==> src/lp_seq_consts.vh <==
/*
 Constants for the low-power command timing sequencer: clock period,
 minimum times in picoseconds, minimum counts in clocks, cycle counts
 derived from both, and the request operation codes.
 Assumes the user clock is also the memory command clock at 50 MHz.
*/
// Summary of operation
// - Hold each CKE high and low level at least max(7.5 ns, 4 clocks).
// - After any command wait max(1.75 ns, 3 clocks) before CKE falls.
// - Keep the clock running max(5 ns, 5 clocks) after CKE falls.
// - CS valid 1.75 ns before CKE falls and max(5 ns, 5 clocks) after.
// - Run a valid clock max(1.75 ns, 3 clocks) before CKE rises.
// - No command until max(7.5 ns, 5 clocks) after power-down exit.
// - CS valid 1.75 ns before CKE rises and max(7.5 ns, 5 clocks) after.
// - After a mode write, clock and CS stay max(14 ns, 10 clocks).
// - After calibration start, clock and CS stay max(1.75 ns, 3 clocks).
// - Mode read waits row-to-column delay plus 3 clocks beyond exit delay.
// - Mode reads are spaced at least 8 clocks apart.
// - Mode writes are spaced at least max(10 ns, 10 clocks) apart.
// - After a mode set wait max(14 ns, 10 clocks) before next command.
// - After self-refresh entry wait max(1.75 ns, 3 clocks) before CKE low.
// - Stay in self-refresh at least max(15 ns, 3 clocks).
// - After self-refresh exit wait max(refresh cycle + 7.5 ns, 2 clocks).
// - Space training commands by 20 ns rounded up to whole clocks.
// - Hold strobe valid 10 ns before CKE falls for training.
// - First training command at least 250 ns after CKE falls.
// - Clock valid 2 clocks plus exit delay before, 5 clocks after exit.
`ifndef LP_SEQ_CONSTS_VH
`define LP_SEQ_CONSTS_VH

`define CLK_PERIOD_PS   20000
`define CNT_W           8

`define MAXC(a, b)      (((a) > (b)) ? (a) : (b))
`define PS2CK(t)        (((t) + `CLK_PERIOD_PS - 1) / `CLK_PERIOD_PS)

`define T_CKE_PS        7500
`define N_CKE           4
`define T_CMDCKE_PS     1750
`define N_CMDCKE        3
`define T_CKELCK_PS     5000
`define N_CKELCK        5
`define T_CKCKEH_PS     1750
`define N_CKCKEH        3
`define T_CSCKEH_PS     1750
`define T_XP_PS         7500
`define N_XP            5
`define T_CKEHCS_PS     7500
`define N_CKEHCS        5
`define T_MRWCKEL_PS    14000
`define N_MRWCKEL       10
`define T_ZQCKE_PS      1750
`define N_ZQCKE         3
`define N_MRRI          3
`define N_MRR           8
`define T_MRW_PS        10000
`define N_MRW           10
`define T_MRD_PS        14000
`define N_MRD           10
`define T_ESCKE_PS      1750
`define N_ESCKE         3
`define T_SR_PS         15000
`define N_SR            3
`define T_XSR_ADD_PS    7500
`define N_XSR           2
`define T_ADR_PS        20000
`define T_DQSCKE_PS     10000
`define T_CAENT_PS      250000
`define T_VREF_SHORT_PS 80000
`define T_VREF_LONG_PS  250000
`define N_CKPRECS       2
`define T_CKPSTCS_PS    7500
`define N_CKPSTCS       5

`define C_CKE      `MAXC(`PS2CK(`T_CKE_PS), `N_CKE)
`define C_CMDCKE   `MAXC(`PS2CK(`T_CMDCKE_PS), `N_CMDCKE)
`define C_CKELCK   `MAXC(`PS2CK(`T_CKELCK_PS), `N_CKELCK)
`define C_CKCKEH   `MAXC(`PS2CK(`T_CKCKEH_PS), `N_CKCKEH)
`define C_CSCKEH   `PS2CK(`T_CSCKEH_PS)
`define C_XP       `MAXC(`PS2CK(`T_XP_PS), `N_XP)
`define C_CKEHCS   `MAXC(`PS2CK(`T_CKEHCS_PS), `N_CKEHCS)
`define C_MRWCKEL  `MAXC(`PS2CK(`T_MRWCKEL_PS), `N_MRWCKEL)
`define C_ZQCKE    `MAXC(`PS2CK(`T_ZQCKE_PS), `N_ZQCKE)
`define C_MRW      `MAXC(`PS2CK(`T_MRW_PS), `N_MRW)
`define C_MRD      `MAXC(`PS2CK(`T_MRD_PS), `N_MRD)
`define C_ESCKE    `MAXC(`PS2CK(`T_ESCKE_PS), `N_ESCKE)
`define C_SR       `MAXC(`PS2CK(`T_SR_PS), `N_SR)
`define C_CACD     `PS2CK(`T_ADR_PS)
`define C_DQSCKE   `PS2CK(`T_DQSCKE_PS)
`define C_CAENT    `PS2CK(`T_CAENT_PS)
`define C_VSHORT   `PS2CK(`T_VREF_SHORT_PS)
`define C_VLONG    `PS2CK(`T_VREF_LONG_PS)
`define C_CKPRECS  (`N_CKPRECS + `C_XP)
`define C_CKPSTCS  `MAXC(`PS2CK(`T_CKPSTCS_PS), `N_CKPSTCS)

`define OP_CMD   4'h0
`define OP_MRR   4'h1
`define OP_MRW   4'h2
`define OP_ZQ    4'h3
`define OP_PDE   4'h4
`define OP_PDX   4'h5
`define OP_SRE   4'h6
`define OP_SRX   4'h7
`define OP_CBTE  4'h8
`define OP_CBTC  4'h9
`define OP_VREF  4'hA
`define OP_CBTX  4'hB

`endif

==> src/lp_cmd_sequencer.v <==
/*
 Host-side sequencer for low-power DRAM command spacing: drives clock
 enable, clock run enable, chip-select validity and training strobe, and
 issues commands only when the gap counter, and for mode reads also the read counter, has run out.
 Assumes requests come from logic on mclk_i, the device is already
 initialised when reset is released, and the PHY turns cmd_valid_o and
 cmd_code_o into the actual command bus encoding.
*/
`default_nettype none
`include "lp_seq_consts.vh"

module lp_cmd_sequencer #(
   parameter integer T_RCD_PS   = 18000,
   parameter integer T_RFCAB_PS = 180000
) (
   input  wire       mclk_i,
   input  wire       rstn_i,
   input  wire       req_i,
   input  wire [3:0] req_op_i,
   input  wire       req_multi_i,
   output reg        ack_o,
   output reg        err_o,
   output reg        cke_o,
   output reg        ck_en_o,
   output reg        cs_valid_o,
   output reg        strobe_o,
   output reg        cmd_valid_o,
   output reg  [3:0] cmd_code_o,
   output reg  [2:0] state_o
);

   localparam integer CW = `CNT_W;

   localparam [2:0] ST_ACT  = 3'h0;
   localparam [2:0] ST_FALL = 3'h1;
   localparam [2:0] ST_HOLD = 3'h2;
   localparam [2:0] ST_LOW  = 3'h3;
   localparam [2:0] ST_WAKE = 3'h4;
   localparam [2:0] ST_CBT  = 3'h5;
   localparam [2:0] ST_CBTX = 3'h6;

   localparam [1:0] TGT_PD  = 2'h0;
   localparam [1:0] TGT_SR  = 2'h1;
   localparam [1:0] TGT_CBT = 2'h2;

   // Counter loads are one below the span: decision cycles then differ
   // by exactly the span, and so do the registered pin edges.
   localparam integer CKE_I   = `C_CKE - 1;
   localparam integer CMDK_I  = `C_CMDCKE - 1;
   localparam integer ESCK_I  = `C_ESCKE - 1;
   localparam integer HLD_I   = `C_CKELCK - 1;
   localparam integer HMRW_I  = `MAXC(`C_MRWCKEL, `C_CKELCK) - 1;
   localparam integer HZQ_I   = `MAXC(`C_ZQCKE, `C_CKELCK) - 1;
   localparam integer WAKE_I  = `MAXC(`C_CKCKEH, `C_CSCKEH) - 1;
   localparam integer XP_I    = `MAXC(`C_XP, `C_CKEHCS) - 1;
   localparam integer MRRI_I  = `C_XP + `PS2CK(T_RCD_PS) + `N_MRRI - 1;
   localparam integer XSR_I   =
      `MAXC(`PS2CK(T_RFCAB_PS + `T_XSR_ADD_PS), `N_XSR) - 1;
   localparam integer MRR_I   = `N_MRR - 1;
   localparam integer MRW_I   = `MAXC(`C_MRW, `C_MRD) - 1;
   localparam integer SR_I    = `C_SR - 1;
   localparam integer CACD_I  = `C_CACD - 1;
   localparam integer DQS_I   = `C_DQSCKE - 1;
   localparam integer CAENT_I = `C_CAENT - 1;
   localparam integer VSH_I   = `C_VSHORT - 1;
   localparam integer VLG_I   = `C_VLONG - 1;
   localparam integer PRECS_I = `C_CKPRECS - 1;
   localparam integer PSTCS_I = `MAXC(`C_CKPSTCS, `C_XP) - 1;

   // Cut to counter width; every load is far below 2**CW
   localparam [CW-1:0] LD_CKE   = CKE_I[CW-1:0];
   localparam [CW-1:0] LD_CMDK  = CMDK_I[CW-1:0];
   localparam [CW-1:0] LD_ESCK  = ESCK_I[CW-1:0];
   localparam [CW-1:0] LD_HLD   = HLD_I[CW-1:0];
   localparam [CW-1:0] LD_HMRW  = HMRW_I[CW-1:0];
   localparam [CW-1:0] LD_HZQ   = HZQ_I[CW-1:0];
   localparam [CW-1:0] LD_WAKE  = WAKE_I[CW-1:0];
   localparam [CW-1:0] LD_XP    = XP_I[CW-1:0];
   localparam [CW-1:0] LD_MRRI  = MRRI_I[CW-1:0];
   localparam [CW-1:0] LD_XSR   = XSR_I[CW-1:0];
   localparam [CW-1:0] LD_MRR   = MRR_I[CW-1:0];
   localparam [CW-1:0] LD_MRW   = MRW_I[CW-1:0];
   localparam [CW-1:0] LD_SR    = SR_I[CW-1:0];
   localparam [CW-1:0] LD_CACD  = CACD_I[CW-1:0];
   localparam [CW-1:0] LD_DQS   = DQS_I[CW-1:0];
   localparam [CW-1:0] LD_CAENT = CAENT_I[CW-1:0];
   localparam [CW-1:0] LD_VSH   = VSH_I[CW-1:0];
   localparam [CW-1:0] LD_VLG   = VLG_I[CW-1:0];
   localparam [CW-1:0] LD_PRECS = PRECS_I[CW-1:0];
   localparam [CW-1:0] LD_PSTCS = PSTCS_I[CW-1:0];

   localparam [CW-1:0] CNT_ZERO = {CW{1'b0}};

   // Eight down-counters shared among the spacing limits; zero opens the gate
   reg  [1:0]    target_r;
   reg  [3:0]    last_op_r;
   reg  [CW-1:0] cke_cnt_r;
   reg  [CW-1:0] ckel_cnt_r;
   reg  [CW-1:0] hold_cnt_r;
   reg  [CW-1:0] gap_cnt_r;
   reg  [CW-1:0] mrr_cnt_r;
   reg  [CW-1:0] sr_cnt_r;
   reg  [CW-1:0] pre_cnt_r;
   reg  [CW-1:0] str_cnt_r;

   // A held request is taken once: the cycle that shows ack is skipped.
   wire          take;
   wire          cke_ok;
   wire          gap_ok;

   assign take   = req_i & ~ack_o;
   assign cke_ok = (cke_cnt_r == CNT_ZERO);
   assign gap_ok = (gap_cnt_r == CNT_ZERO);

   // Counters park at zero so an idle gate never wraps shut
   function [CW-1:0] dec;
      input [CW-1:0] v;
      begin
         dec = (v == CNT_ZERO) ? v : v - 1'b1;
      end
   endfunction

   always @(posedge mclk_i or negedge rstn_i) begin
      if (!rstn_i) begin
         state_o     <= ST_ACT;
         target_r    <= TGT_PD;
         last_op_r   <= `OP_CMD;
         ack_o       <= 1'b0;
         err_o       <= 1'b0;
         cke_o       <= 1'b1;
         ck_en_o     <= 1'b1;
         cs_valid_o  <= 1'b1;
         strobe_o    <= 1'b0;
         cmd_valid_o <= 1'b0;
         cmd_code_o  <= `OP_CMD;
         cke_cnt_r   <= LD_CKE;
         ckel_cnt_r  <= CNT_ZERO;
         hold_cnt_r  <= CNT_ZERO;
         gap_cnt_r   <= CNT_ZERO;
         mrr_cnt_r   <= CNT_ZERO;
         sr_cnt_r    <= CNT_ZERO;
         pre_cnt_r   <= CNT_ZERO;
         str_cnt_r   <= CNT_ZERO;
      end else begin
         ack_o       <= 1'b0;
         err_o       <= 1'b0;
         cmd_valid_o <= 1'b0;
         cke_cnt_r   <= dec(cke_cnt_r);
         ckel_cnt_r  <= dec(ckel_cnt_r);
         hold_cnt_r  <= dec(hold_cnt_r);
         gap_cnt_r   <= dec(gap_cnt_r);
         mrr_cnt_r   <= dec(mrr_cnt_r);
         sr_cnt_r    <= dec(sr_cnt_r);
         pre_cnt_r   <= dec(pre_cnt_r);
         str_cnt_r   <= dec(str_cnt_r);

         case (state_o)
            ST_ACT: begin
               if (take) begin
                  case (req_op_i)
                     `OP_CMD, `OP_ZQ, `OP_MRW, `OP_SRE: begin
                        if (gap_ok) begin
                           ack_o       <= 1'b1;
                           cmd_valid_o <= 1'b1;
                           cmd_code_o  <= req_op_i;
                           last_op_r   <= req_op_i;
                           // Self-refresh entry has its own CKE delay
                           if (req_op_i == `OP_SRE) begin
                              ckel_cnt_r <= LD_ESCK;
                              target_r   <= TGT_SR;
                              state_o    <= ST_FALL;
                           end else begin
                              ckel_cnt_r <= LD_CMDK;
                           end
                           if (req_op_i == `OP_MRW) begin
                              gap_cnt_r <= LD_MRW;
                           end
                        end
                     end

                     `OP_MRR: begin
                        if (gap_ok && mrr_cnt_r == CNT_ZERO) begin
                           ack_o       <= 1'b1;
                           cmd_valid_o <= 1'b1;
                           cmd_code_o  <= req_op_i;
                           last_op_r   <= req_op_i;
                           ckel_cnt_r  <= LD_CMDK;
                           mrr_cnt_r   <= LD_MRR;
                        end
                     end

                     `OP_PDE: begin
                        ack_o    <= 1'b1;
                        target_r <= TGT_PD;
                        state_o  <= ST_FALL;
                     end

                     `OP_CBTE: begin
                        ack_o     <= 1'b1;
                        target_r  <= TGT_CBT;
                        strobe_o  <= 1'b1;
                        str_cnt_r <= LD_DQS;
                        state_o   <= ST_FALL;
                     end
                     default: begin
                        ack_o <= 1'b1;
                        err_o <= 1'b1;
                     end
                  endcase
               end
            end

            ST_FALL: begin
               // CS is valid throughout the active state, well ahead
               if (cke_ok && ckel_cnt_r == CNT_ZERO &&
                   str_cnt_r == CNT_ZERO) begin
                  cke_o     <= 1'b0;
                  cke_cnt_r <= LD_CKE;
                  if (last_op_r == `OP_MRW) begin
                     hold_cnt_r <= LD_HMRW;
                  end else if (last_op_r == `OP_ZQ) begin
                     hold_cnt_r <= LD_HZQ;
                  end else begin
                     hold_cnt_r <= LD_HLD;
                  end
                  if (target_r == TGT_CBT) begin
                     gap_cnt_r <= LD_CAENT;
                  end
                  if (target_r == TGT_SR) begin
                     sr_cnt_r <= LD_SR;
                  end
                  state_o <= ST_HOLD;
               end
            end

            ST_HOLD: begin
               if (hold_cnt_r == CNT_ZERO) begin
                  if (target_r == TGT_CBT) begin
                     state_o <= ST_CBT;
                  end else begin
                     // Training needs the clock, so only here does it stop
                     ck_en_o    <= 1'b0;
                     cs_valid_o <= 1'b0;
                     state_o    <= ST_LOW;
                  end
               end
            end

            ST_LOW: begin
               if (take) begin
                  if ((req_op_i == `OP_PDX && target_r == TGT_PD) ||
                      (req_op_i == `OP_SRX && target_r == TGT_SR)) begin
                     // Stall, not refuse, until the low level may end
                     if (cke_ok && sr_cnt_r == CNT_ZERO) begin
                        ack_o      <= 1'b1;
                        ck_en_o    <= 1'b1;
                        cs_valid_o <= 1'b1;
                        pre_cnt_r  <= LD_WAKE;
                        state_o    <= ST_WAKE;
                     end
                  end else begin
                     ack_o <= 1'b1;
                     err_o <= 1'b1;
                  end
               end
            end

            ST_WAKE: begin
               // MRR waits exit delay, row delay and 3 more clocks
               if (pre_cnt_r == CNT_ZERO && cke_ok) begin
                  cke_o     <= 1'b1;
                  cke_cnt_r <= LD_CKE;
                  last_op_r <= `OP_CMD;
                  mrr_cnt_r <= LD_MRRI;
                  if (target_r == TGT_SR) begin
                     gap_cnt_r <= LD_XSR;
                  end else begin
                     gap_cnt_r <= LD_XP;
                  end
                  state_o <= ST_ACT;
               end
            end

            ST_CBT: begin
               // Training steps are spaced by their own settle times
               if (take) begin
                  case (req_op_i)
                     `OP_CBTC: begin
                        if (gap_ok) begin
                           ack_o       <= 1'b1;
                           cmd_valid_o <= 1'b1;
                           cmd_code_o  <= req_op_i;
                           gap_cnt_r   <= LD_CACD;
                        end
                     end

                     `OP_VREF: begin
                        if (gap_ok) begin
                           ack_o       <= 1'b1;
                           cmd_valid_o <= 1'b1;
                           cmd_code_o  <= req_op_i;
                           // Settling time depends on the step count
                           if (req_multi_i) begin
                              gap_cnt_r <= LD_VLG;
                           end else begin
                              gap_cnt_r <= LD_VSH;
                           end
                        end
                     end

                     `OP_CBTX: begin
                        ack_o     <= 1'b1;
                        pre_cnt_r <= LD_PRECS;
                        state_o   <= ST_CBTX;
                     end
                     default: begin
                        ack_o <= 1'b1;
                        err_o <= 1'b1;
                     end
                  endcase
               end
            end

            ST_CBTX: begin
               // Last training step must settle before the exit edge
               if (pre_cnt_r == CNT_ZERO && cke_ok && gap_ok) begin
                  cke_o     <= 1'b1;
                  strobe_o  <= 1'b0;
                  cke_cnt_r <= LD_CKE;
                  last_op_r <= `OP_CMD;
                  gap_cnt_r <= LD_PSTCS;
                  state_o   <= ST_ACT;
               end
            end

            // Unused codes fall back to the active state
            default: begin
               state_o <= ST_ACT;
            end
         endcase
      end
   end

endmodule
`default_nettype wire

==> config.mk <==
export PLATFORM = sky130hd
export DESIGN_NAME = lp_cmd_sequencer
export DESIGN_NICKNAME = d
export VERILOG_FILES = /design/src/lp_cmd_sequencer.v
export VERILOG_INCLUDE_DIRS = /design/src /design/src/src
export SDC_FILE = /design/constraint.sdc
export NUM_CORES = 1
export LEC_CHECK = 0
export BUFFER_PORTS_ARGS = -buffer_cell sky130_fd_sc_hd__buf_2
export CAP_MARGIN = 20
export CORE_UTILIZATION = 40
export DETAILED_ROUTE_END_ITERATION = 12
export RECOVER_POWER = 50
export REMOVE_ABC_BUFFERS = 1
export SYNTH_ARGS = -nofsm -noshare
export SYNTH_HDL_FRONTEND = slang
export SYNTH_SLANG_ARGS = --single-unit
==> constraint.sdc <==
create_clock -name mclk_i -period 2.8 [get_ports mclk_i]
set_clock_uncertainty 0.1 [all_clocks]
set_input_delay 0.28 -clock mclk_i [delete_from_list [all_inputs] [get_ports mclk_i]]
set_output_delay 0.28 -clock mclk_i [all_outputs]
set_load 0.03 [all_outputs]
# Word level (Yosys, flattened, before mapping)
# Index checks and enable logic that the tools add are counted.
word_totals:
  elab_cells: 225
  input_bits: 8
  ff_bits: 83
  out_inout_bits: 14
classes:
  n_reduce_logical: 38
  muxes: 119
  bitwise_logic: 2
  n_eq_ne: 40
  n_addsub: 8
op_table:
  columns: ["cell", "n"]
  rows:
  - ["$mux W8", 43]
  - ["$logic_not A8 Y1", 8]
  - ["$pmux W8 S2", 4]
  - ["$sub A8 B1 Y8 const B", 8]
  - ["$mux W4", 12]
  - ["$pmux W8 S5", 1]
  - ["$mux W3", 13]
  - ["$mux W1", 28]
  - ["$ne A2 B2 Y1 const B", 13]
  - ["$pmux W4 S2", 3]
  - ["$pmux W8 S3", 1]
  - ["$pmux W3 S7", 1]
  - ["$eq A4 B3 Y1 const B", 4]
  - ["$eq A4 B4 Y1 const B", 4]
  - ["$reduce_and A13 Y1", 1]
  - ["$eq A4 B2 Y1 const B", 3]
  - ["$pmux W4 S3", 1]
  - ["$reduce_and A6 Y1", 2]
  - ["$pmux W1 S2", 5]
  - ["$eq A3 B3 Y1 const B", 3]
  - ["$ne A3 B3 Y1 const B", 3]
  - ["$pmux W1 S3", 3]
  - ["$reduce_bool A3 Y1", 3]
  - ["$logic_and A1 B1 Y1", 8]
  - ["other kinds (25)", 32]

# Logic depth before layout (Yosys ltp)
# Gate-level depths: netlist of the first run.
logic_depth:
  depth_word: 7
  ltp_mapped: 11
  ltp_nobuf: 9

# Worst setup path before layout of the first run
# No wires, ideal clock.
synth_timing:
  path_kind: "register to register"
  startpoint: "register gap_cnt_r[0]"
  endpoint: "register gap_cnt_r[0]"
  slack_ns: 0.505
  setup_ns: 0.090
  t_arrival_ns: 2.106
  stages_incl_launch_ff: 11
  n_path_buf: 2
  period_less_slack_ns: 2.295
  required_time_ns: 2.610
  cell_sequence: "dfrtp_1 -> inv_1 -> ha_1 -> nor3b_2 -> and2_1 -> buf_4 -> inv_2 -> buf_2 -> ha_1 -> a221o_1 -> o2111ai_1"
synth_between:
  elab_chain_len: 7
  word_cells_on_any_way: 17
  cone_classes: "1 x add/sub; 14 x mux; 2 x reduce/logical"
synth_rtl:
  columns: ["element", "line", "source"]
  rows:
  - ["from (decl)", "lp_cmd_sequencer.v:100", "reg [CW-1:0] gap_cnt_r;"]
  - ["from (signal assigned)", "lp_cmd_sequencer.v:151", "gap_cnt_r <= dec(gap_cnt_r);"]
  - ["$sub A8 B1 Y8 / $logic_not A8 Y1 (equally long branches)", "lp_cmd_sequencer.v:119, lp_cmd_sequencer.v:113", null]
  - ["$mux W8", "lp_cmd_sequencer.v:119", "dec = (v == CNT_ZERO) ? v : v - 1'b1;"]
  - ["$mux W8", "lp_cmd_sequencer.v:175", "if (req_op_i == `OP_MRW) begin"]
  - ["$mux W8", "lp_cmd_sequencer.v:162", "if (gap_ok) begin"]
  - ["$mux W8", "lp_cmd_sequencer.v:160", "case (req_op_i)"]
  - ["$mux W8", "lp_cmd_sequencer.v:159", "if (take) begin"]
  - ["$pmux W8 S5 (*)", "lp_cmd_sequencer.v:157", "case (state_o)"]
# Every way passes the cells marked *; elsewhere a longest branch is shown, timed or not.
# A chain may end at the register's enable or synchronous reset.

# Worst setup path in the final report of the first run
layout_timing:
  startpoint: "register gap_cnt_r[5]"
  endpoint: "register gap_cnt_r[0]"
layout_between:
  elab_chain_len: 7
  word_cells_on_any_way: 16
  cone_classes: "14 x mux; 2 x reduce/logical"
layout_rtl:
  columns: ["element", "line"]
  rows:
  - ["$logic_not A8 Y1 (*)", "lp_cmd_sequencer.v:113, lp_cmd_sequencer.v:119"]
  - ["$mux W8", "lp_cmd_sequencer.v:119"]
  - ["$mux W8", "lp_cmd_sequencer.v:175"]
  - ["$mux W8", "lp_cmd_sequencer.v:162"]
  - ["$mux W8", "lp_cmd_sequencer.v:160"]
  - ["$mux W8", "lp_cmd_sequencer.v:159"]
  - ["$pmux W8 S5 (*)", "lp_cmd_sequencer.v:157"]
# Marks and branches as above.

==> qor.csv, run 1 <==
stage;metric;value;unit
layout;layout_common_cells;dfrtp_1, nor2_1, nand2_1;
global_route;grt_pass1_wl;18700;um
setup_path;critPathRequiredTime;2910;ps
flow_run;drv_cap;1;
placed_design;placed_area;5070;um2
timing;fin_crit_sh;87.1;%
synthesis;synth.yosys.seq_area_share;43.6;%
power_and_ir_drop;combPwrFrac;42.7;%
setup_path;worstPathArrival;2550;ps
timing;timing.fmax;410;MHz
synthesis;synth_ff_type;dfrtp_1;
layout;n_antenna_cell;0;
layout;layout-drive-gt1-share;12.2;%
clocking;insertion_delay;350;ps
layout;layout_commonest_cell;dfrtp_1;
global_route;grt_usage;19.1;%
power_and_ir_drop;p_clk_share;18.9;%
clocking;clockBufferDepth;2;
timing;slew_headroom;-7.00;%
timing;tightest_slew;1600;ps
setup_path;critPathLaunchType;flip-flop;
global_route;first_global_vias;3824;
power_and_ir_drop;p_switching;0.00257;W
setup_path;r2r-start;gap_cnt_r[5]$_DFF_PN0_;
outcome;violations;DRC, capacitance limit, slew limit;
die;die_y;111;um
die;die_area;12400;um2
timing;final-setup-viol-count;0;
clocking;cts_tree;done;
die;floorplan.io_pins;22;
timing;slew_viol_final;27;
global_route;antenna_found_initial;0;
timing;min_period;2440;ps
synthesis;synth_top_area_share;41.4;%
hold_path;hold_start;req_op_i[2];
global_route;overflow;0;
global_route;grt_max_degree;84;
setup_path;cp_max_fo;13;
detailed_routing;first_pass_iters;8;
timing;setup_ws;360;ps
placed_design;port_buffers;21;
die;die_x;111;um
synthesis;synthesis.area;4780;um2
synthesis;yosys_warnings;0;
setup_path;ff2ff_setup_slack;360;ps
detailed_routing;drtIter0Drc;250;
layout;nNetsFinal;567;
timing;rsz0062_at_grt;false;
detailed_routing;via_count;3770;
hold_path;hp-class;in -> reg;
detailed_routing;wire_per_inst;15.5;um
power_and_ir_drop;total_power;0.00623;W
layout;design_area;5390;um2
power_and_ir_drop;sw_frac_of_total;41.2;%
synthesis;synth_area_leader_cell;dfrtp_1;
clocking;clk_pin_slew;60;ps
power_and_ir_drop;irDropWorstVdd;0.000668;V
timing;setup_tns;0;ps
detailed_routing;ant_nets;0;
power_and_ir_drop;internal-power;0.00367;W
synthesis;synthTopCellsByArea;dfrtp_1, nor2_1, xnor2_1;
layout;syn2layout_area_growth;12.8;%
synthesis;synth.distinct_cells;75;
setup_path;critPathKind;reg -> reg;
setup_path;setup.worst_path.start;gap_cnt_r[5]$_DFF_PN0_;
placed_design;dp_slack;393;ps
synthesis;syn_area_per_cell;9.35;um2
power_and_ir_drop;seq_power_share;38.5;%
synthesis;synth_enable_flop_cells;0;
placed_design;dp_hpwl;7750;um
clocking;cts-root-buf;clkbuf_16;
detailed_routing;drc_errors;2;
synthesis;syn_inst;511;
synthesis;synth-seq-cells;83;
clocking;cts_buffers;9;
placed_design;place.gp.congestion;0.876;
power_and_ir_drop;power_density;1160;nW/um2
setup_path;endpoint_kind;flip-flop;
detailed_routing;finalWirelength;10700;um
clocking;cts-htree-levels;3;
outcome;status;finished with violations;
die;rows;39;
die;initial_core_util;41.5;%
clocking;cts.sinks;83;
power_and_ir_drop;p_leak;2.33;nW
synthesis;ys_async_sr_fraction;100;%
timing;hold_viol;0;
die;core_area;11500;um2
detailed_routing;viasPerCell;5.46;
-- flip-flops by register name, indices dropped and copies added, names as in the netlist, 8 cells and up --
register and count:
cke_cnt_r 8, ckel_cnt_r 8, gap_cnt_r 8, hold_cnt_r 8, mrr_cnt_r 8, pre_cnt_r 8
sr_cnt_r 8, str_cnt_r 8
-- worst max-delay path, stage by stage, from the launching register on --
cell	delay (ps)
dfrtp_1	430
nor4_2	430
and2_1	400
inv_2	200
ha_1	240
a41oi_1	210
a221o_1	190
o2111ai_1	110
-- cell families after synthesis --
family | share of synthesized area (%)
AND/OR/NAND/NOR | 26.2
AO/OA/AOI/OAI | 12.4
flip-flops | 43.6
XOR/XNOR | 8.99
buffers and inverters | 3.22
adder cells (fa/ha/maj) | 4.40
multiplexers | 1.18
-- cells in the mapped netlist (6+ instances only) --
cell type and count:
dfrtp_1 79, nor2_1 70, nand2_1 53, xnor2_1 27, a21oi_1 23, xor2_1 22, inv_1 21, nor3_1 18
ha_1 16, nand3_1 15, o21ai_0 15, nor2b_1 10, nand2b_1 9, nor4_1 7, nand4_1 6, o31ai_1 6
-- cell type report --
cell class / count / area, um2
Fill cell: 1098 / 6130
Sequential cell: 83 / 2080
Clock buffer: 14 / 254
Inverter: 22 / 82.6
Clock inverter: 2 / 35.0
Multi-Input combinational cell: 393 / 2540
Tap cell: 143 / 179
Timing Repair Buffer: 34 / 215
-- through the flow --
step / utilization, % / cells / hold slack (ps)
after floorplan: - / 498 / -116
after global placement: 44.1 / 673 / 378
after detailed placement: 44.1 / 673 / 389
after CTS: 46.6 / 689 / 81.8
after global routing: 46.8 / 691 / 247
final: 46.8 / 691 / 236
-- metal layers --
layer | up-vias | part of all wire, % | GRT usage [%] | wire length [um]
li1 | 1854 | - | - | -
met1 | 1811 | 47 | 25.1 | 5010
met2 | 87 | 47 | 30.1 | 5010
met3 | 18 | 4.2 | 3.66 | 449
met4 | 0 | 2.5 | 9.46 | 269
met5 | - | 0 | 0 | 0
-- final timing paths --
check	endpoint	cells past startpoint
setup / recovery	gap_cnt_r[0]$_DFF_PN0_	7
hold / removal	target_r[1]$_DFFE_PN0P_	3
setup reg to reg	gap_cnt_r[0]$_DFF_PN0_	7
hold reg to reg	last_op_r[3]$_DFFE_PN0P_	1
max in group asynchronous	cke_o$_DFFE_PN1P_	3
min in group asynchronous	str_cnt_r[6]$_DFF_PN0_	2
-- power by group through the flow --
stage / logic [W] / registers, W / clock network (W)
2_1_floorplan: 0.00189 / 0.00243 / 0
4_1_cts: 0.00268 / 0.00240 / 0.00121
5_1_grt: 0.00301 / 0.00249 / 0.00127
6_report: 0.00266 / 0.00240 / 0.00118
3_5_place_dp: 0.00266 / 0.00241 / 0
3_3_place_gp: 0.00259 / 0.00239 / 0
-- what timing repair did --
action	4_1_cts	5_1_grt
endpoints found under the hold margin	0	25
resized for setup	0	0
hold buffers	0	1
setup buffers	0	0
Power figures use the tool's default switching activity.
==> run 2: changes to the inputs <==
==> constraint.sdc (replaced) <==
create_clock -name mclk_i -period 2.12 [get_ports mclk_i]
set_clock_uncertainty 0.1 [all_clocks]
set_input_delay 0.212 -clock mclk_i [delete_from_list [all_inputs] [get_ports mclk_i]]
set_output_delay 0.212 -clock mclk_i [all_outputs]
set_load 0.03 [all_outputs]
==> run 2 against run 1 <==
Against the previous run: the run ends with DRC, setup timing left; clock-buffer cell count shrank 2; via count grew 8.8%; global-route usage is 1.1 points higher; worst setup slack got worse by 380 ps; maximum frequency is 14% higher; combinational power up 79%; sequential cell count unchanged; core utilization rose by 6.9 points; worst hold slack worse by 180 ps; sequential power increased by 27%.
==> qor.csv, run 2 (synthesis results as in run 1) <==
stage;metric;value;unit
setup_path;max_stage_delay;630;ps
layout;layout-drive-gt1-share;29.2;%
outcome;status;finished with violations;
clocking;cts_tree;done;
timing;setup_tns;-33.8;ps
clocking;insertion_delay;340;ps
setup_path;crit_path_cell_trace;inv_2 -> ha_2 -> nor3b_4 -> buf_4 -> nand2_8 -> or4_4 -> a21oi_2 -> o22ai_2;
global_route;first_global_vias;4077;
die;die_area;12400;um2
global_route;antenna_found_initial;0;
detailed_routing;first_pass_iters;8;
setup_path;cp_max_fo;8;
die;core_area;11500;um2
layout;design_area;6180;um2
global_route;grt_max_degree;51;
timing;slew_headroom;42.3;%
timing;fin_crit_sh;101;%
setup_path;worstPathArrival;2260;ps
flow_run;drv_cap;0;
power_and_ir_drop;power_density;1540;nW/um2
power_and_ir_drop;sw_frac_of_total;39.2;%
setup_path;worst_path_max_delay_cell;or4_4;
layout;nNetsFinal;645;
die;die_y;111;um
setup_path;critPathRequiredTime;2240;ps
detailed_routing;finalWirelength;11800;um
placed_design;dp_hpwl;8770;um
layout;syn2layout_area_growth;29.4;%
hold_path;hold_depth;2;
layout;layout_common_cells;buf_4, dfrtp_1, nor2_1;
detailed_routing;drtIter0Drc;306;
power_and_ir_drop;seq_power_share;32.0;%
power_and_ir_drop;p_clk_share;18.0;%
power_and_ir_drop;combPwrFrac;50.0;%
timing;min_period;2140;ps
global_route;grt_pass1_wl;19800;um
die;floorplan.io_pins;22;
clocking;cts_buffers;9;
clocking;cts-root-buf;clkbuf_16;
power_and_ir_drop;irDropWorstVdd;0.000742;V
global_route;overflow;0;
detailed_routing;ant_nets;0;
timing;hold_viol;0;
die;initial_core_util;41.5;%
timing;slew_viol_final;0;
detailed_routing;drc_errors;2;
hold_path;hp-class;in -> reg;
power_and_ir_drop;p_switching;0.00374;W
setup_path;setup.worst_path.start;cke_cnt_r[1]$_DFF_PN1_;
setup_path;critPathKind;reg -> reg;
timing;final-setup-viol-count;3;
clocking;cts.sinks;83;
placed_design;place.gp.congestion;0.890;
outcome;violations;DRC, setup timing;
layout;layout_commonest_cell;buf_4;
placed_design;placed_area;5610;um2
detailed_routing;viasPerCell;5.33;
clocking;clockBufferDepth;2;
global_route;grt_usage;20.2;%
die;rows;39;
clocking;cts-htree-levels;3;
hold_path;hold_start;req_op_i[1];
timing;rsz0062_at_grt;true;
layout;n_antenna_cell;0;
power_and_ir_drop;internal-power;0.00579;W
detailed_routing;via_count;4102;
placed_design;port_buffers;21;
timing;tightest_slew;866;ps
setup_path;endpoint_kind;flip-flop;
setup_path;r2r-start;cke_cnt_r[1]$_DFF_PN1_;
setup_path;critPathLaunchType;flip-flop;
power_and_ir_drop;p_leak;2.75;nW
timing;setup_ws;-17.6;ps
die;die_x;111;um
setup_path;rr_worst_depth;8;
detailed_routing;wire_per_inst;15.4;um
clocking;clk_pin_slew;60;ps
timing;timing.fmax;468;MHz
[run 2: changes by cell type in the layout (fill, tap and decap cells not counted), sizes merged]
cell,before,now
bufinv,1,2
clkinvlp,0,1
clkbuf,22,20
buf,25,103
[run 2: cell type report]
class | instances | area [um2]
clock buffer | 12 | 256
clock inverter | 4 | 72.6
fill | 1057 | 5340
inverter | 22 | 82.6
multi-input combinational | 393 | 2720
sequential | 83 | 2080
tap | 143 | 179
timing repair buffer | 112 | 790
[run 2: through the flow]
stage	setup slack, ps	util [%]	cells	hold WS [ps]	total power, W
after floorplan	-159	-	498	-184	0.00571
after global placement	-40.0	48.7	743	96.0	0.00726
after detailed placement	-46.1	48.7	743	99.8	0.00739
after CTS	-29.7	52.1	763	47.9	0.00923
after global routing	-125	53.7	769	65.0	0.0103
final	-17.6	53.7	769	56.5	0.00953
[run 2: path summary, 6_finish.rpt]
path | slack [ps] | to
min reg2reg | 400 | last_op_r[3]$_DFFE_PN0P_
max in group asynchronous | 320 | cke_cnt_r[4]$_DFF_PN0_
max | -20 | mrr_cnt_r[1]$_DFF_PN0_
max reg2reg | -20 | mrr_cnt_r[1]$_DFF_PN0_
min in group asynchronous | 420 | cke_cnt_r[5]$_DFF_PN0_
min | 60 | cmd_code_o[1]$_DFFE_PN0P_
[run 2: timing repair]
item                                    4_1_cts  5_1_grt
endpoints found under the setup margin       22       52
hold endpoints to repair                     31        0
buffers inserted                              3        6
resized for setup                             5       40
pin swaps                                     8       33
hold buffers                                  1        0
[run 2: power by group through the flow]
stage	Combinational [W]	Clock, W	Sequential [W]
CTS	0.00445	0.00176	0.00302
finish	0.00476	0.00172	0.00305
detailed placement	0.00435	0	0.00303
global placement	0.00425	0	0.00301
floorplan	0.00250	0	0.00320
global route	0.00532	0.00182	0.00315
[run 2: metal layers]
| layer | routed length [um] | part of all wire (%) | GRT usage, % | up-vias |
|---|---|---|---|---|
| li1 | - | - | - | 2012 |
| met1 | 5500 | 46 | 27.0 | 1986 |
| met2 | 5650 | 48 | 33.0 | 80 |
| met3 | 415 | 3.5 | 2.68 | 24 |
| met4 | 264 | 2.2 | 8.38 | 0 |
| met5 | 0 | 0 | 0 | - |
[run 2: worst max-delay path: cells and delay by family, from the launching register on]
kind                     cells  cell delay [ps]
AO/OA/AOI/OAI                2              250
adder cells (fa/ha/maj)      1              170
flip-flops                   1              370
buffers and inverters        2              220
AND/OR/NAND/NOR              3              920
==> run 3: changes to the inputs <==
==> constraint.sdc (replaced) <==
create_clock -name mclk_i -period 1.73 [get_ports mclk_i]
set_clock_uncertainty 0.1 [all_clocks]
set_input_delay 0.173 -clock mclk_i [delete_from_list [all_inputs] [get_ports mclk_i]]
set_output_delay 0.173 -clock mclk_i [all_outputs]
set_load 0.03 [all_outputs]
==> run 3 against run 2 <==
Against the previous run: the run still ends with DRC, setup timing left; final cell count rose by 16%; register-to-register slack lost 400 ps; critical path type unchanged; total power increased by 45%; core utilization up 12 points; highest routed layer unchanged; non-clock buffer count up 119; first-iteration DRC count shrank 21%; routed wire length increased by 19%.
==> qor.csv, run 3 (synthesis results as in run 1) <==
stage;metric;value;unit
detailed_routing;drc_errors;2;
detailed_routing;ant_nets;0;
layout;final-instance-count-excl-fill;889;
placed_design;port_buffers;21;
detailed_routing;first_pass_iters;9;
die;core_area;11500;um2
layout;layout_commonest_cell;buf_4;
setup_path;endpoint_kind;flip-flop;
hold_path;hp-class;in -> reg;
timing;final-setup-viol-count;75;
timing;slew_headroom;38.7;%
power_and_ir_drop;p_leak;3.48;nW
layout;syn2layout_area_growth;57.7;%
outcome;violations;DRC, setup timing;
timing;rsz0062_at_grt;true;
timing;min_period;2150;ps
clocking;cts_buffers;9;
power_and_ir_drop;p_clk_share;13.8;%
layout;layout-drive-gt1-share;49.3;%
power_and_ir_drop;p_switching;0.00539;W
detailed_routing;finalWirelength;14100;um
setup_path;r2r-start;gap_cnt_r[1]$_DFF_PN0_;
placed_design;place.gp.congestion;0.909;
layout;fillers;884;
placed_design;placed_area;6420;um2
global_route;grt_max_degree;39;
timing;timing.fmax;465;MHz
placed_design;dp_slack;-477;ps
clocking;insertion_delay;350;ps
detailed_routing;wire_per_inst;15.8;um
clocking;clockBufferDepth;2;
die;initial_core_util;41.5;%
timing;tightest_slew;907;ps
hold_path;hold_start;req_op_i[0];
flow_run;drv_cap;0;
timing;hold_viol;0;
setup_path;worstPathArrival;2270;ps
layout;seqCellArea;2080;um2
placed_design;placedCellCount;851;
layout;fin_util;65.4;%
outcome;status;finished with violations;
power_and_ir_drop;combPwrFrac;60.4;%
global_route;overflow;0;
global_route;first_global_vias;4925;
timing;slew_viol_final;0;
timing;setup_ws;-420;ps
die;die_area;12400;um2
die;floorplan.io_pins;22;
power_and_ir_drop;internal-power;0.00842;W
timing;whs;77.5;ps
clocking;cts_tree;done;
layout;multi_input_area;3110;um2
detailed_routing;via_count;4755;
layout;design_area;7530;um2
layout;n_antenna_cell;0;
setup_path;critPathKind;reg -> reg;
setup_path;cp_max_fo;5;
power_and_ir_drop;irDropWorstVdd;0.000912;V
layout;nNetsFinal;765;
clocking;clk_pin_slew;60;ps
die;die_y;111;um
clocking;cts-root-buf;clkbuf_16;
power_and_ir_drop;sw_frac_of_total;39.0;%
detailed_routing;viasPerCell;5.35;
timing;fin_crit_sh;124;%
placed_design;dp_hpwl;9780;um
setup_path;critPathRequiredTime;1850;ps
global_route;grt_pass1_wl;23100;um
detailed_routing;drtIter0Drc;241;
die;rows;39;
global_route;antenna_found_initial;0;
global_route;grt_usage;23.4;%
clocking;cts.sinks;83;
clocking;cts-htree-levels;3;
power_and_ir_drop;seq_power_share;25.8;%
power_and_ir_drop;power_density;1830;nW/um2
die;die_x;111;um
layout;layout_common_cells;buf_4, dfrtp_1, nor2_1;
setup_path;critPathLaunchType;flip-flop;
setup_path;setup.worst_path.start;gap_cnt_r[1]$_DFF_PN0_;
[run 3: cell types whose count changed in the layout (fill, tap and decap cells not counted), sizes merged]
cell	change
inv	+1
bufinv	-2
buf	+124
clkbuf	-2
clkinvlp	-1
[run 3: stage by stage]
step	total power [W]	TNS, ps
3_3_place_gp	0.0101	-22490
3_5_place_dp	0.0104	-24980
2_1_floorplan	0.00699	-18420
5_1_grt	0.0147	-23950
4_1_cts	0.0132	-14560
6_report	0.0138	-18000
[run 3: repair_timing]
action / in CTS / in global routing
hold buffers: 1 / 0
resized for setup: 108 / 57
endpoints found under the setup margin: 76 / 77
pin swaps: 68 / 30
hold endpoints to repair: 81 / 0
setup buffers: 16 / 10
cloned: 1 / 0
[run 3: power by group through the flow]
stage / clock network [W] / logic [W] / registers, W
after floorplan: 0 / 0.00307 / 0.00393
after global placement: 0 / 0.00661 / 0.00349
after detailed placement: 0 / 0.00684 / 0.00353
after CTS: 0.00193 / 0.00776 / 0.00356
after global routing: 0.00202 / 0.00904 / 0.00367
final: 0.00190 / 0.00834 / 0.00357
[run 3: layout make-up]
cell class,instances,share of cell area [%]
clock buffers,15,3.82
clock inverters,1,0.0665
inverters,22,1.20
multi-input cells,393,41.2
flip-flops and latches,83,27.7
well taps,143,2.38
repair buffers,231,23.5
repair inverters,1,0.116
[run 3: worst paths after layout]
path                                              to  slack, ps  depth (start not counted)
min in group asynchronous     cke_cnt_r[3]$_DFF_PN0_        250                          2
setup / recovery              gap_cnt_r[1]$_DFF_PN0_       -420                          8
setup reg to reg              gap_cnt_r[1]$_DFF_PN0_       -420                          8
max in group asynchronous     mrr_cnt_r[1]$_DFF_PN0_        240                          3
hold / removal             cmd_code_o[0]$_DFFE_PN0P_         80                          2
hold reg to reg             last_op_r[1]$_DFFE_PN0P_        400                          1
[run 3: metal layers]
layer	global-route usage (%)	routed length [um]	part of all wire, %
met1	28.4	5990	43
met4	9.28	469	3.3
met3	4.92	486	3.5
met2	40.6	7120	51
met5	0	0	0
[run 3: critical path: stages, from the launching register on]
cell and delay (ps):
dfrtp_1 390, inv_1 100, ha_4 130, nor3b_4 230, and2_4 250, a31oi_1 90, or3_1 360, a221oi_2 270
o32ai_1 110
